==> src/verilog/wdw_pkg.sv <==
// Windowed watchdog constants, register map and carrier types
// Summary of operation
// - Counter runs from the 32 kHz low-power RC clock; enabling it enables the oscillator.
// - Prescaler divides by 32 or by 128, chosen by a configuration bit.
// - Prescaler period is 1 ms in 5-bit mode, 4 ms in 7-bit mode.
// - Postscaler ratio from a 4-bit field, 16 settings from 1:1 to 1:32768.
// - Completed clock switch, software or fail-safe forced, clears all counts.
// - Power-save instruction entering sleep or idle clears all counts.
// - Leaving sleep or idle for normal running clears all counts.
// - Clear instruction in normal running clears counter, prescaler and postscaler.
// - An enabled watchdog keeps counting in sleep and idle.
// - Timeout in sleep or idle wakes the core instead of resetting it.
// - Timeout flag stays set until software clears it.
// - Hard-enable configuration bit set keeps the watchdog always running.
// - With hard enable clear, the soft-enable bit starts and stops the watchdog.
// - Every device reset clears the soft-enable bit.
// - Windowed mode: an early clear causes an immediate watchdog reset.
`default_nettype none
package wdw_pkg;
    // Timing
    localparam int CLK_FREQ_HZ = 100_000_000;
    localparam int RC_OSC_FREQ_HZ = 32_000;
    localparam int RC_OSC_DIV_CYCLES = CLK_FREQ_HZ / RC_OSC_FREQ_HZ;
    localparam int WD_BASE_PERIOD_5BIT_US = 1000;
    localparam int WD_BASE_PERIOD_7BIT_US = 4000;
    localparam logic [7:0] PRESC_DIV_5BIT = 8'(WD_BASE_PERIOD_5BIT_US * RC_OSC_FREQ_HZ / 1_000_000);
    localparam logic [7:0] PRESC_DIV_7BIT = 8'(WD_BASE_PERIOD_7BIT_US * RC_OSC_FREQ_HZ / 1_000_000);
    // Register byte addresses
    localparam logic [7:0] ADDR_CONFIG = 8'h00;
    localparam logic [7:0] ADDR_RESET_CTRL = 8'h04;
    localparam logic [7:0] ADDR_COUNT = 8'h08;
    // Configuration word fields
    localparam int CFG_POST_LSB = 0;
    localparam int CFG_PRESC_BIT = 4;
    localparam int CFG_WIN_DIS_BIT = 6;
    localparam int CFG_HARD_EN_BIT = 7;
    localparam logic [7:0] CFG_RESET = 8'h00;
    // Reset control register fields
    localparam int RC_IDLE_BIT = 2;
    localparam int RC_SLEEP_BIT = 3;
    localparam int RC_TIMEOUT_BIT = 4;
    localparam int RC_SOFT_EN_BIT = 5;
    // Count register fields
    localparam int CNT_PRESC_LSB = 0;
    localparam int CNT_POST_LSB = 16;
    // Bus responses
    localparam logic [1:0] RESP_OKAY = 2'h0;
    localparam logic [1:0] RESP_SLVERR = 2'h2;

    typedef enum logic [1:0] {
        PM_RUN = 2'h0,
        PM_IDLE = 2'h1,
        PM_SLEEP = 2'h3
    } wdw_pmode_t;

    typedef struct packed {
        logic [7:0] awaddr;
        logic awvalid;
        logic [31:0] wdata;
        logic [3:0] wstrb;
        logic wvalid;
        logic bready;
        logic [7:0] araddr;
        logic arvalid;
        logic rready;
    } wdw_axil_req_t;

    typedef struct packed {
        logic awready;
        logic wready;
        logic bvalid;
        logic [1:0] bresp;
        logic arready;
        logic rvalid;
        logic [31:0] rdata;
        logic [1:0] rresp;
    } wdw_axil_rsp_t;

    typedef struct packed {
        logic clear_wd_instr;
        logic power_save_instr;
        logic power_save_idle;
        logic osc_switch_done;
        logic wake_event;
    } wdw_core_evt_t;
endpackage
`default_nettype wire

==> src/verilog/wdw_watchdog.sv <==
// Windowed watchdog timer with AXI4-Lite register access
//
// Added by the designer: the placing of the registers and the AXI4-Lite interface to the registers.
`timescale 1ns/100ps
`default_nettype none
module wdw_watchdog
    import wdw_pkg::*;
(
    // Clock and reset
    input wire logic clk_in,
    input wire logic sys_rst_in,
    // Register bus
    input wire wdw_axil_req_t axil_in,
    output wdw_axil_rsp_t axil_out,
    // Core events and configuration word
    input wire wdw_core_evt_t core_evt_in,
    input wire logic [7:0] wd_config_word_in,
    // Watchdog actions
    output logic low_power_rc_osc_en_out,
    output logic wd_reset_req_out,
    output logic wake_req_out
);

    function automatic logic [15:0] post_ratio(input logic [3:0] sel);
        post_ratio = 16'h0001 << sel;
    endfunction

    function automatic logic addr_mapped(input logic [7:0] addr);
        addr_mapped = (addr == ADDR_CONFIG) || (addr == ADDR_RESET_CTRL) || (addr == ADDR_COUNT);
    endfunction

    // State
    logic [7:0] cfg_ff;
    logic cfg_loaded_ff;
    logic [11:0] osc_div_cnt_ff;
    logic [11:0] nxt_osc_div_cnt;
    logic [6:0] presc_cnt_ff;
    logic [6:0] nxt_presc_cnt;
    logic [14:0] post_cnt_ff;
    logic [14:0] nxt_post_cnt;
    logic soft_en_ff;
    logic nxt_soft_en;
    logic timeout_flag_ff;
    logic nxt_timeout_flag;
    logic sleep_flag_ff;
    logic nxt_sleep_flag;
    logic idle_flag_ff;
    logic nxt_idle_flag;
    wdw_pmode_t pmode_ff;
    wdw_pmode_t nxt_pmode;
    logic wd_rst_ff;
    logic wake_ff;

    // Bus state
    logic aw_hold_ff;
    logic [7:0] awaddr_ff;
    logic w_hold_ff;
    logic [31:0] wdata_ff;
    logic [3:0] wstrb_ff;
    logic bvalid_ff;
    logic [1:0] bresp_ff;
    logic rvalid_ff;
    logic [31:0] rdata_ff;
    logic [1:0] rresp_ff;

    // Enables and clock divider
    wire hard_en = cfg_ff[CFG_HARD_EN_BIT];
    wire wd_enabled = hard_en | soft_en_ff;
    wire [3:0] post_sel = cfg_ff[CFG_POST_LSB +: 4];
    wire rc_tick = wd_enabled && (osc_div_cnt_ff == 12'(RC_OSC_DIV_CYCLES - 1));

    // Prescaler and postscaler terminal counts
    wire [7:0] presc_div = cfg_ff[CFG_PRESC_BIT] ? PRESC_DIV_7BIT : PRESC_DIV_5BIT;
    wire presc_last = rc_tick && ({1'b0, presc_cnt_ff} == presc_div - 8'h01);
    wire post_last = post_cnt_ff == 15'(post_ratio(post_sel) - 16'h0001);
    wire expire = presc_last && post_last;

    // Window position: elapsed ticks against three quarters of the period
    wire [22:0] elapsed = 23'({8'h00, post_cnt_ff} * {15'h0000, presc_div}) + 23'(presc_cnt_ff);
    wire [22:0] period = 23'({7'h00, post_ratio(post_sel)} * {15'h0000, presc_div});
    wire window_open = {elapsed, 2'b00} >= 25'({2'b00, period} * 25'h0000003);

    // Events
    wire in_run = pmode_ff == PM_RUN;
    wire run_clear = in_run & core_evt_in.clear_wd_instr;
    wire win_violation = wd_enabled & run_clear & ~cfg_ff[CFG_WIN_DIS_BIT] & ~window_open;
    // A clear landing on the expiry cycle wins, so no timeout then
    wire run_timeout = wd_enabled & in_run & expire & ~core_evt_in.clear_wd_instr;
    wire sleep_timeout = wd_enabled & ~in_run & expire;
    wire wd_device_rst = run_timeout | win_violation;
    wire enter_ps = in_run & core_evt_in.power_save_instr & ~wd_device_rst;
    wire exit_ps = ~in_run & (sleep_timeout | core_evt_in.wake_event);
    // Disabled watchdog holds its counts at zero so a later enable starts a full period
    wire cnt_clear = ~wd_enabled | run_clear | enter_ps | exit_ps | core_evt_in.osc_switch_done | wd_device_rst;

    // Register bus decode
    wire wr_fire = aw_hold_ff & w_hold_ff & ~bvalid_ff;
    wire wr_rc = wr_fire && (awaddr_ff == ADDR_RESET_CTRL) && wstrb_ff[0];
    wire rd_fire = axil_in.arvalid & ~rvalid_ff;
    wire [31:0] rc_word = (32'(soft_en_ff) << RC_SOFT_EN_BIT) | (32'(timeout_flag_ff) << RC_TIMEOUT_BIT)
        | (32'(sleep_flag_ff) << RC_SLEEP_BIT) | (32'(idle_flag_ff) << RC_IDLE_BIT);
    wire [31:0] cnt_word = (32'(post_cnt_ff) << CNT_POST_LSB) | (32'(presc_cnt_ff) << CNT_PRESC_LSB);
    wire [31:0] rd_word = (axil_in.araddr == ADDR_CONFIG) ? {24'h000000, cfg_ff}
        : (axil_in.araddr == ADDR_RESET_CTRL) ? rc_word
        : (axil_in.araddr == ADDR_COUNT) ? cnt_word : 32'h00000000;

    // Counter next state
    always_comb begin
        nxt_osc_div_cnt = osc_div_cnt_ff;
        nxt_presc_cnt = presc_cnt_ff;
        nxt_post_cnt = post_cnt_ff;
        if (!wd_enabled || rc_tick) begin
            nxt_osc_div_cnt = 12'h000;
        end else begin
            nxt_osc_div_cnt = osc_div_cnt_ff + 12'h001;
        end
        // Clear events win over counting; counting runs in every power mode
        if (cnt_clear) begin
            nxt_presc_cnt = 7'h00;
            nxt_post_cnt = 15'h0000;
        end else if (presc_last) begin
            nxt_presc_cnt = 7'h00;
            nxt_post_cnt = post_last ? 15'h0000 : post_cnt_ff + 15'h0001;
        end else if (rc_tick) begin
            nxt_presc_cnt = presc_cnt_ff + 7'h01;
        end
    end

    // Status and enable next state
    always_comb begin
        nxt_soft_en = soft_en_ff;
        if (wd_device_rst) begin
            nxt_soft_en = 1'b0;
        end else if (wr_rc) begin
            nxt_soft_en = wdata_ff[RC_SOFT_EN_BIT];
        end
        // Hardware set wins over a software clear in the same cycle
        nxt_timeout_flag = (run_timeout | sleep_timeout | win_violation)
            | (timeout_flag_ff & ~(wr_rc & ~wdata_ff[RC_TIMEOUT_BIT]));
        nxt_sleep_flag = (enter_ps & ~core_evt_in.power_save_idle)
            | (sleep_flag_ff & ~(wr_rc & ~wdata_ff[RC_SLEEP_BIT]));
        nxt_idle_flag = (enter_ps & core_evt_in.power_save_idle)
            | (idle_flag_ff & ~(wr_rc & ~wdata_ff[RC_IDLE_BIT]));
    end

    // Power mode tracking
    always_comb begin
        nxt_pmode = pmode_ff;
        unique case (pmode_ff)
            PM_RUN: begin
                if (enter_ps) begin
                    nxt_pmode = core_evt_in.power_save_idle ? PM_IDLE : PM_SLEEP;
                end
            end
            PM_IDLE, PM_SLEEP: begin
                if (exit_ps) begin
                    nxt_pmode = PM_RUN;
                end
            end
            default: begin
                nxt_pmode = PM_RUN;
            end
        endcase
    end

    // Configuration word is a strap, caught once after reset release
    always_ff @(posedge clk_in or posedge sys_rst_in) begin
        if (sys_rst_in) begin
            cfg_ff <= CFG_RESET;
            cfg_loaded_ff <= 1'b0;
        end else if (!cfg_loaded_ff) begin
            cfg_ff <= wd_config_word_in;
            cfg_loaded_ff <= 1'b1;
        end
    end

    always_ff @(posedge clk_in or posedge sys_rst_in) begin
        if (sys_rst_in) begin
            osc_div_cnt_ff <= 12'h000;
            presc_cnt_ff <= 7'h00;
            post_cnt_ff <= 15'h0000;
        end else begin
            osc_div_cnt_ff <= nxt_osc_div_cnt;
            presc_cnt_ff <= nxt_presc_cnt;
            post_cnt_ff <= nxt_post_cnt;
        end
    end

    always_ff @(posedge clk_in or posedge sys_rst_in) begin
        if (sys_rst_in) begin
            soft_en_ff <= 1'b0;
            timeout_flag_ff <= 1'b0;
            sleep_flag_ff <= 1'b0;
            idle_flag_ff <= 1'b0;
        end else begin
            soft_en_ff <= nxt_soft_en;
            timeout_flag_ff <= nxt_timeout_flag;
            sleep_flag_ff <= nxt_sleep_flag;
            idle_flag_ff <= nxt_idle_flag;
        end
    end

    always_ff @(posedge clk_in or posedge sys_rst_in) begin
        if (sys_rst_in) begin
            pmode_ff <= PM_RUN;
            wd_rst_ff <= 1'b0;
            wake_ff <= 1'b0;
        end else begin
            pmode_ff <= nxt_pmode;
            wd_rst_ff <= wd_device_rst;
            wake_ff <= sleep_timeout;
        end
    end

    // Write address and data are held until both have arrived
    always_ff @(posedge clk_in or posedge sys_rst_in) begin
        if (sys_rst_in) begin
            aw_hold_ff <= 1'b0;
            awaddr_ff <= 8'h00;
        end else if (axil_in.awvalid && !aw_hold_ff && !bvalid_ff) begin
            aw_hold_ff <= 1'b1;
            awaddr_ff <= axil_in.awaddr;
        end else if (wr_fire) begin
            aw_hold_ff <= 1'b0;
        end
    end

    always_ff @(posedge clk_in or posedge sys_rst_in) begin
        if (sys_rst_in) begin
            w_hold_ff <= 1'b0;
            wdata_ff <= 32'h00000000;
            wstrb_ff <= 4'h0;
        end else if (axil_in.wvalid && !w_hold_ff && !bvalid_ff) begin
            w_hold_ff <= 1'b1;
            wdata_ff <= axil_in.wdata;
            wstrb_ff <= axil_in.wstrb;
        end else if (wr_fire) begin
            w_hold_ff <= 1'b0;
        end
    end

    always_ff @(posedge clk_in or posedge sys_rst_in) begin
        if (sys_rst_in) begin
            bvalid_ff <= 1'b0;
            bresp_ff <= RESP_OKAY;
        end else if (wr_fire) begin
            bvalid_ff <= 1'b1;
            bresp_ff <= addr_mapped(awaddr_ff) ? RESP_OKAY : RESP_SLVERR;
        end else if (axil_in.bready) begin
            bvalid_ff <= 1'b0;
        end
    end

    always_ff @(posedge clk_in or posedge sys_rst_in) begin
        if (sys_rst_in) begin
            rvalid_ff <= 1'b0;
            rdata_ff <= 32'h00000000;
            rresp_ff <= RESP_OKAY;
        end else if (rd_fire) begin
            rvalid_ff <= 1'b1;
            rdata_ff <= rd_word;
            rresp_ff <= addr_mapped(axil_in.araddr) ? RESP_OKAY : RESP_SLVERR;
        end else if (axil_in.rready) begin
            rvalid_ff <= 1'b0;
        end
    end

    // Outputs
    assign axil_out = '{
        awready: ~aw_hold_ff & ~bvalid_ff,
        wready: ~w_hold_ff & ~bvalid_ff,
        bvalid: bvalid_ff,
        bresp: bresp_ff,
        arready: ~rvalid_ff,
        rvalid: rvalid_ff,
        rdata: rdata_ff,
        rresp: rresp_ff
    };
    assign low_power_rc_osc_en_out = wd_enabled;
    assign wd_reset_req_out = wd_rst_ff;
    assign wake_req_out = wake_ff;

endmodule
`default_nettype wire

==> config.mk <==
export PLATFORM = sky130hd
export DESIGN_NAME = wdw_watchdog
export DESIGN_NICKNAME = d
export VERILOG_FILES = /design/src/verilog/wdw_pkg.sv /design/src/verilog/wdw_watchdog.sv
export SDC_FILE = /design/constraint.sdc
export NUM_CORES = 1
export LEC_CHECK = 0
export ABC_AREA = 1
export BUFFER_PORTS_ARGS = -buffer_cell sky130_fd_sc_hd__buf_4
export CORE_MARGIN = 4
export CORE_UTILIZATION = 60
export DETAILED_ROUTE_END_ITERATION = 12
export PLACE_DENSITY = 0.85
export SLEW_MARGIN = 0
export SYNTH_ARGS = -nofsm -noshare
export SYNTH_HDL_FRONTEND = slang
export SYNTH_SLANG_ARGS = --single-unit
export TNS_END_PERCENT = 50
==> constraint.sdc <==
create_clock -name clk_in -period 7.3 [get_ports clk_in]
set_input_delay 0.365 -clock clk_in [delete_from_list [all_inputs] [get_ports clk_in]]
set_output_delay 0.365 -clock clk_in [all_outputs]
set_load 0.02 [all_outputs]
==> impl_metrics.json, run 1 <==
{
  "routed_via_density": 5.60,
  "core_area_sq_mm": 0.0145,
  "p_leak_nw": 5.18,
  "clock_tree.root_cell": "clkbuf_16",
  "worst_pin_slew_ns": 1.07,
  "slew_headroom": 0.279,
  "cts_tree": "done",
  "crit_start": "cfg_ff[1]",
  "clk_pin_slew_ns": 0.07,
  "crit_path_max_incr_delay_ns": 0.52,
  "fin_nets": 1472,
  "maxCapViolCount": 0,
  "crit_family": "simple AND/OR/NAND/NOR gates",
  "synth_ff_type": "dfrtp_1",
  "place_inst": 1416,
  "slew_violations": 0,
  "io-pin-count": 116,
  "synth_edf_count": 0,
  "multi_input_area_sq_mm": 0.00601,
  "ff_latch_area_sq_mm": 0.00233,
  "die_area_sq_mm": 0.0168,
  "place_area_sq_mm": 0.00963,
  "nFillCells": 1234,
  "seqPwrFrac": 0.341,
  "drtAntennaViolNets": 0,
  "first_pass_iters": 6,
  "ir_worst_vdd_mv": 0.161,
  "final_cells": 1437,
  "r2r_start": "cfg_ff[1]",
  "cp.required_ns": 7.57,
  "synth-simple-area-share": 0.259,
  "synth.yosys.seq_area_share": 0.262,
  "max_freq_mhz": 148,
  "arrival_ns": 7.02,
  "total_power_mw": 1.86,
  "vias": 8046,
  "synth_top_family_by_area": "simple AND/OR/NAND/NOR gates",
  "hold_path_class": "in -> reg",
  "place_congestion": 0.949,
  "synthCells": 1152,
  "p_switching_mw": 0.695,
  "swShare": 0.373,
  "num_rows": 44,
  "grt_pass1_vias": 7378,
  "clk_latency_ns": 0.35,
  "antenna_found_initial": 0,
  "area_growth_pct": 12.7,
  "syn-cell-area_sq_mm": 0.00888,
  "status": "finished, final reports clean",
  "io_buffer_count": 73,
  "max-clock-path-buffers": 2,
  "die_h_um": 130,
  "drc": 0,
  "hold_viol_final": 0,
  "cts.htree.levels": 3,
  "start_util": 0.611,
  "finalCritPeriodShare": 0.925,
  "totalWireLength_um": 21100,
  "fin_setup_tns_ns": 0,
  "numCtsBuffers": 9,
  "die_w_um": 130,
  "synth-compound-area-share": 0.110,
  "clock_sinks": 93,
  "fin_area_sq_mm": 0.0100,
  "critPathBufInv": 5,
  "ys.warnings.count": 0,
  "pwr-share-clk": 0.277,
  "crit_path_end_kind": "flop",
  "p_int_mw": 1.17,
  "synth-xor-area-share": 0.0582,
  "p_per_area_mw_per_mm2": 186,
  "synth_mux_area_frac": 0.0152,
  "first_iter_violations": 678,
  "hpwl_um": 16800,
  "grt_pass1_wl_um": 34100,
  "drive_gt1_frac": 0.130,
  "crit_type": "reg -> reg",
  "wl_per_cell_um": 14.7,
  "synthArstFlopShare": 1.00,
  "path_max_fanout": 17,
  "ys_types": 48,
  "fin_crit_ns": 6.76,
  "synth_fa_ha_area_frac": 0.217,
  "cpMostUsedCell": "ha_1",
  "grt_max_degree": 72,
  "grt_overflow": 0,
  "skew_ns": 0.00682,
  "synth_seq_cells": 93,
  "syn_area_per_cell_sq_um": 7.71,
  "rsz0062_at_grt": "false",
  "n_antenna_cell": 0,
  "slowest_stage": "dfrtp_2",
  "min_from": "axil_in[10]",
  "cp-start-kind": "flop",
  "gr-usage-all-layers": 0.248,
  "finalSetupViolCount": 0,
  "power_frac_comb": 0.383
}
-- cells by family (layout without fill, tap and decap cells) --
logic type	count (synthesis)	after routing
simple gates	496	496
flops	93	93
compound gates	179	179
mux	12	12
other cells	2	36
xor+xnor	59	59
buf+inv	159	226
fa+ha+maj	152	152
-- cells in the final DEF, fill, tap and decap left out, types with 9 or more instances in the layout --
cell type / count
a21oi_1: 74
buf_4: 82
clkbuf_16: 9
conb_1: 36
dfrtp_1: 90
ha_1: 148
inv_1: 119
mux2_2: 12
nand2_1: 219
nand2_2: 13
nand3_1: 62
nand4_1: 27
nor2_1: 101
nor2_4: 15
nor3_1: 27
nor4_1: 9
o21ai_0: 70
xnor2_1: 15
xor2_1: 44
-- final timing paths --
check / to / cells past startpoint / slack [ns]
setup / recovery: post_cnt_ff[8] / 34 / 0.54
hold / removal: bvalid_ff / 2 / 0.19
setup reg to reg: post_cnt_ff[8] / 34 / 0.54
hold reg to reg: osc_div_cnt_ff[0] / 1 / 0.47
max in group asynchronous: cfg_ff[2] / 4 / 5.46
min in group asynchronous: w_hold_ff / 3 / 0.59
-- cell type report --
type	instances	share of cell area
flip-flops and latches	93	0.233
clock buffers	11	0.0242
multi-input cells	934	0.601
repair buffers	83	0.0625
well taps	184	0.0230
inverters	127	0.0485
clock inverters	5	0.00825
-- sequential cells by signal, indices dropped and copies added (netlist names), 2 cells and up --
register        flops
rdata_ff           23
post_cnt_ff        15
osc_div_cnt_ff     12
awaddr_ff           8
cfg_ff              8
presc_cnt_ff        7
wdata_ff            4
pmode_ff            2
-- synthesized netlist by cell type (all sizes together), types with 9 or more instances --
cell type,instances,area [sq um]
nand2,235,937
ha,148,1850
inv,125,472
nor2,121,574
dfrtp,93,2330
a21oi,75,379
o21ai,73,365
nand3,66,350
xor2,44,385
nand4,28,181
nor3,27,135
buf,20,154
xnor2,15,131
clkbuf,12,45.0
mux2,12,135
nor4,9,56.3
-- layer usage --
layer / up-vias / part of all wire / global-route usage
met4: 0 / 0.019 / 0.0605
met1: 3705 / 0.44 / 0.333
li1: 4035 / - / -
met5: - / 0 / 0
met2: 272 / 0.48 / 0.412
met3: 34 / 0.069 / 0.0519
-- through the flow --
| stage | setup slack (ns) | util | hold slack [ns] |
|---|---|---|---|
| after floorplan | 1.19 | - | 0.432 |
| after global placement | 0.484 | 0.663 | 0.361 |
| after detailed placement | 0.328 | 0.663 | 0.366 |
| after CTS | 0.301 | 0.686 | 0.187 |
| after global routing | 0.0249 | 0.689 | 0.182 |
| final | 0.544 | 0.689 | 0.186 |
-- what timing repair did --
| action | in CTS | in global routing |
|---|---|---|
| hold buffers | 1 | 0 |
| resized for setup | 0 | 6 |
| endpoints found under the hold margin | 2 | 0 |
| buffers inserted | 0 | 4 |
| endpoints found under the setup margin | 0 | 17 |
-- power groups by stage --
stage / logic [mW] / registers [mW] / clock network [mW]
global route: 0.802 / 0.644 / 0.537
CTS: 0.699 / 0.634 / 0.515
detailed placement: 0.692 / 0.643 / 0
finish: 0.713 / 0.635 / 0.516
global placement: 0.667 / 0.638 / 0
floorplan: 0.545 / 0.632 / 0
Note: power is estimated with default switching activity, not from simulation.
==> run 2: changes to the inputs <==
CORE_UTILIZATION = 54   (was 60)
PLACE_DENSITY = 0.81   (was 0.85)
RECOVER_POWER = 50   (was not set)
clock period = 5.6 ns   (was 7.3 ns; I/O delays follow)
==> impl_metrics.json, run 2 (same netlist as run 1, synthesis figures left out) <==
{
  "final_common_cell": "nand2_1",
  "die_h_um": 136,
  "crit_path_max_incr_delay_ns": 0.47,
  "top_register": "rdata_ff",
  "fin_nets": 1572,
  "path_max_fanout": 6,
  "numCtsBuffers": 9,
  "num_rows": 46,
  "violations": "max-capacitance violations, max-slew violations, negative setup slack",
  "r2r_slack_ns": -0.14,
  "place_congestion": 0.920,
  "p_leak_nw": 5.70,
  "start_util": 0.555,
  "first_pass_iters": 6,
  "finalCritPeriodShare": 1.02,
  "grt_pass1_wl_um": 39500,
  "wl_per_cell_um": 16.9,
  "max_freq_mhz": 174,
  "clk_latency_ns": 0.34,
  "antenna_found_initial": 0,
  "slew_headroom": -0.159,
  "status": "finished with violations",
  "fin_crit_ns": 5.74,
  "skew_ns": 0.0119,
  "slowest_stage": "dfrtp_2",
  "hpwl_um": 18000,
  "cts.htree.levels": 3,
  "gr-usage-all-layers": 0.261,
  "crit_path_end_kind": "flop",
  "first_iter_violations": 839,
  "pwr-share-clk": 0.224,
  "drtAntennaViolNets": 0,
  "rsz0062_at_grt": "true",
  "grt_max_degree": 55,
  "r2r_end": "post_cnt_ff[8]",
  "maxCapViolCount": 1,
  "grt_pass1_vias": 8325,
  "hold_path_class": "in -> reg",
  "area_growth_pct": 32.5,
  "r2r_start": "cfg_ff[1]",
  "min_from": "axil_in[10]",
  "cts_tree": "done",
  "slew_violations": 41,
  "crit_start": "cfg_ff[1]",
  "core_area_sq_mm": 0.0160,
  "cp.required_ns": 5.86,
  "p_per_area_mw_per_mm2": 237,
  "drive_gt1_frac": 0.285,
  "clk_pin_slew_ns": 0.07,
  "worst_pin_slew_ns": 1.73,
  "clock_sinks": 93,
  "die_w_um": 136,
  "io_buffer_count": 73,
  "hold_viol_final": 0,
  "fin_hold_ws_ns": 0.109,
  "swShare": 0.388,
  "rr_worst_depth": 32,
  "drc": 0,
  "vias": 8855,
  "crit_type": "reg -> reg",
  "clock_tree.root_cell": "clkbuf_16",
  "cp-start-kind": "flop",
  "routed_via_density": 5.64,
  "p_switching_mw": 1.08,
  "arrival_ns": 5.99,
  "max-clock-path-buffers": 2,
  "largestRegisters": "rdata_ff (23), post_cnt_ff (15), osc_div_cnt_ff (12)",
  "grt_overflow": 0,
  "holdPathStages": 2,
  "power_frac_comb": 0.482,
  "n_antenna_cell": 0,
  "io-pin-count": 116,
  "totalWireLength_um": 26600,
  "p_int_mw": 1.71,
  "layout_common_cells": "nand2_1, buf_4, inv_1",
  "die_area_sq_mm": 0.0186,
  "largest_reg_flops": 23,
  "fin_ws_ns": -0.136,
  "fin_setup_tns_ns": -2.10,
  "finalSetupViolCount": 26,
  "seqPwrFrac": 0.294,
  "holdPathEnd": "bvalid_ff",
  "total_power_mw": 2.79,
  "ir_worst_vdd_mv": 0.237
}
## run 2: worst max-delay path by stage
stage / end / slack, ns / cells after the start
floorplan: presc_cnt_ff[1] / 0.006 / 35
global placement: post_cnt_ff[8] / -0.19 / 33
detailed placement: post_cnt_ff[8] / -0.30 / 36
CTS: post_cnt_ff[8] / 0.001 / 34
global route: post_cnt_ff[8] / -0.50 / 32
finish: post_cnt_ff[8] / -0.14 / 32
## run 2: power by group through the flow
| stage | sequential (mW) | clock (mW) | combinational (mW) |
|---|---|---|---|
| floorplan | 0.824 | 0 | 0.717 |
| CTS | 0.820 | 0.621 | 1.18 |
| finish | 0.822 | 0.625 | 1.35 |
| detailed placement | 0.831 | 0 | 1.06 |
| global placement | 0.826 | 0 | 1.03 |
| global route | 0.833 | 0.657 | 1.48 |
## run 2: layout make-up
cell class	instances	area (sq um)
clock buffers	10	229
clock inverters	6	70.1
repair buffers	183	1460
inverters	127	488
flip-flops and latches	93	2330
fillers	1125	4230
multi-input cells	934	6920
well taps	216	270
## run 2: repair_timing
item / 4_1_cts / 5_1_grt
cloned: 1 / 0
setup endpoints to repair: 29 / 29
resized for setup: 92 / 85
setup buffers: 15 / 4
hold buffers: 0 / 0
pin swaps: 55 / 48
## run 2: critical path, delay by kind of cell (launching register included)
kind,cells,cell delay [ns]
and+or+nand+nor,17,2.12
buffers and inverters,3,0.49
AOI/OAI and AO/OA,4,0.52
adders and majority gates,6,1.66
xor gates and xnor gates,2,0.37
DFF,1,0.47
## run 2: routing by layer
layer	GRT usage	up-vias	part of all wire
met4	0.0454	0	0.023
met2	0.453	411	0.50
met5	0	-	0
met3	0.0370	67	0.072
li1	-	4235	-
met1	0.351	4142	0.41
## run 2: stage by stage
stage	util	worst slack [ns]	std cells	instance area, sq um
3_3_place_gp	0.647	-0.192	1533	10400
5_1_grt	0.736	-0.500	1569	11800
2_1_floorplan	-	0.00646	1186	9040
3_5_place_dp	0.647	-0.298	1533	10400
6_report	0.736	-0.136	1569	11800
4_1_cts	0.707	0.000959	1565	11300
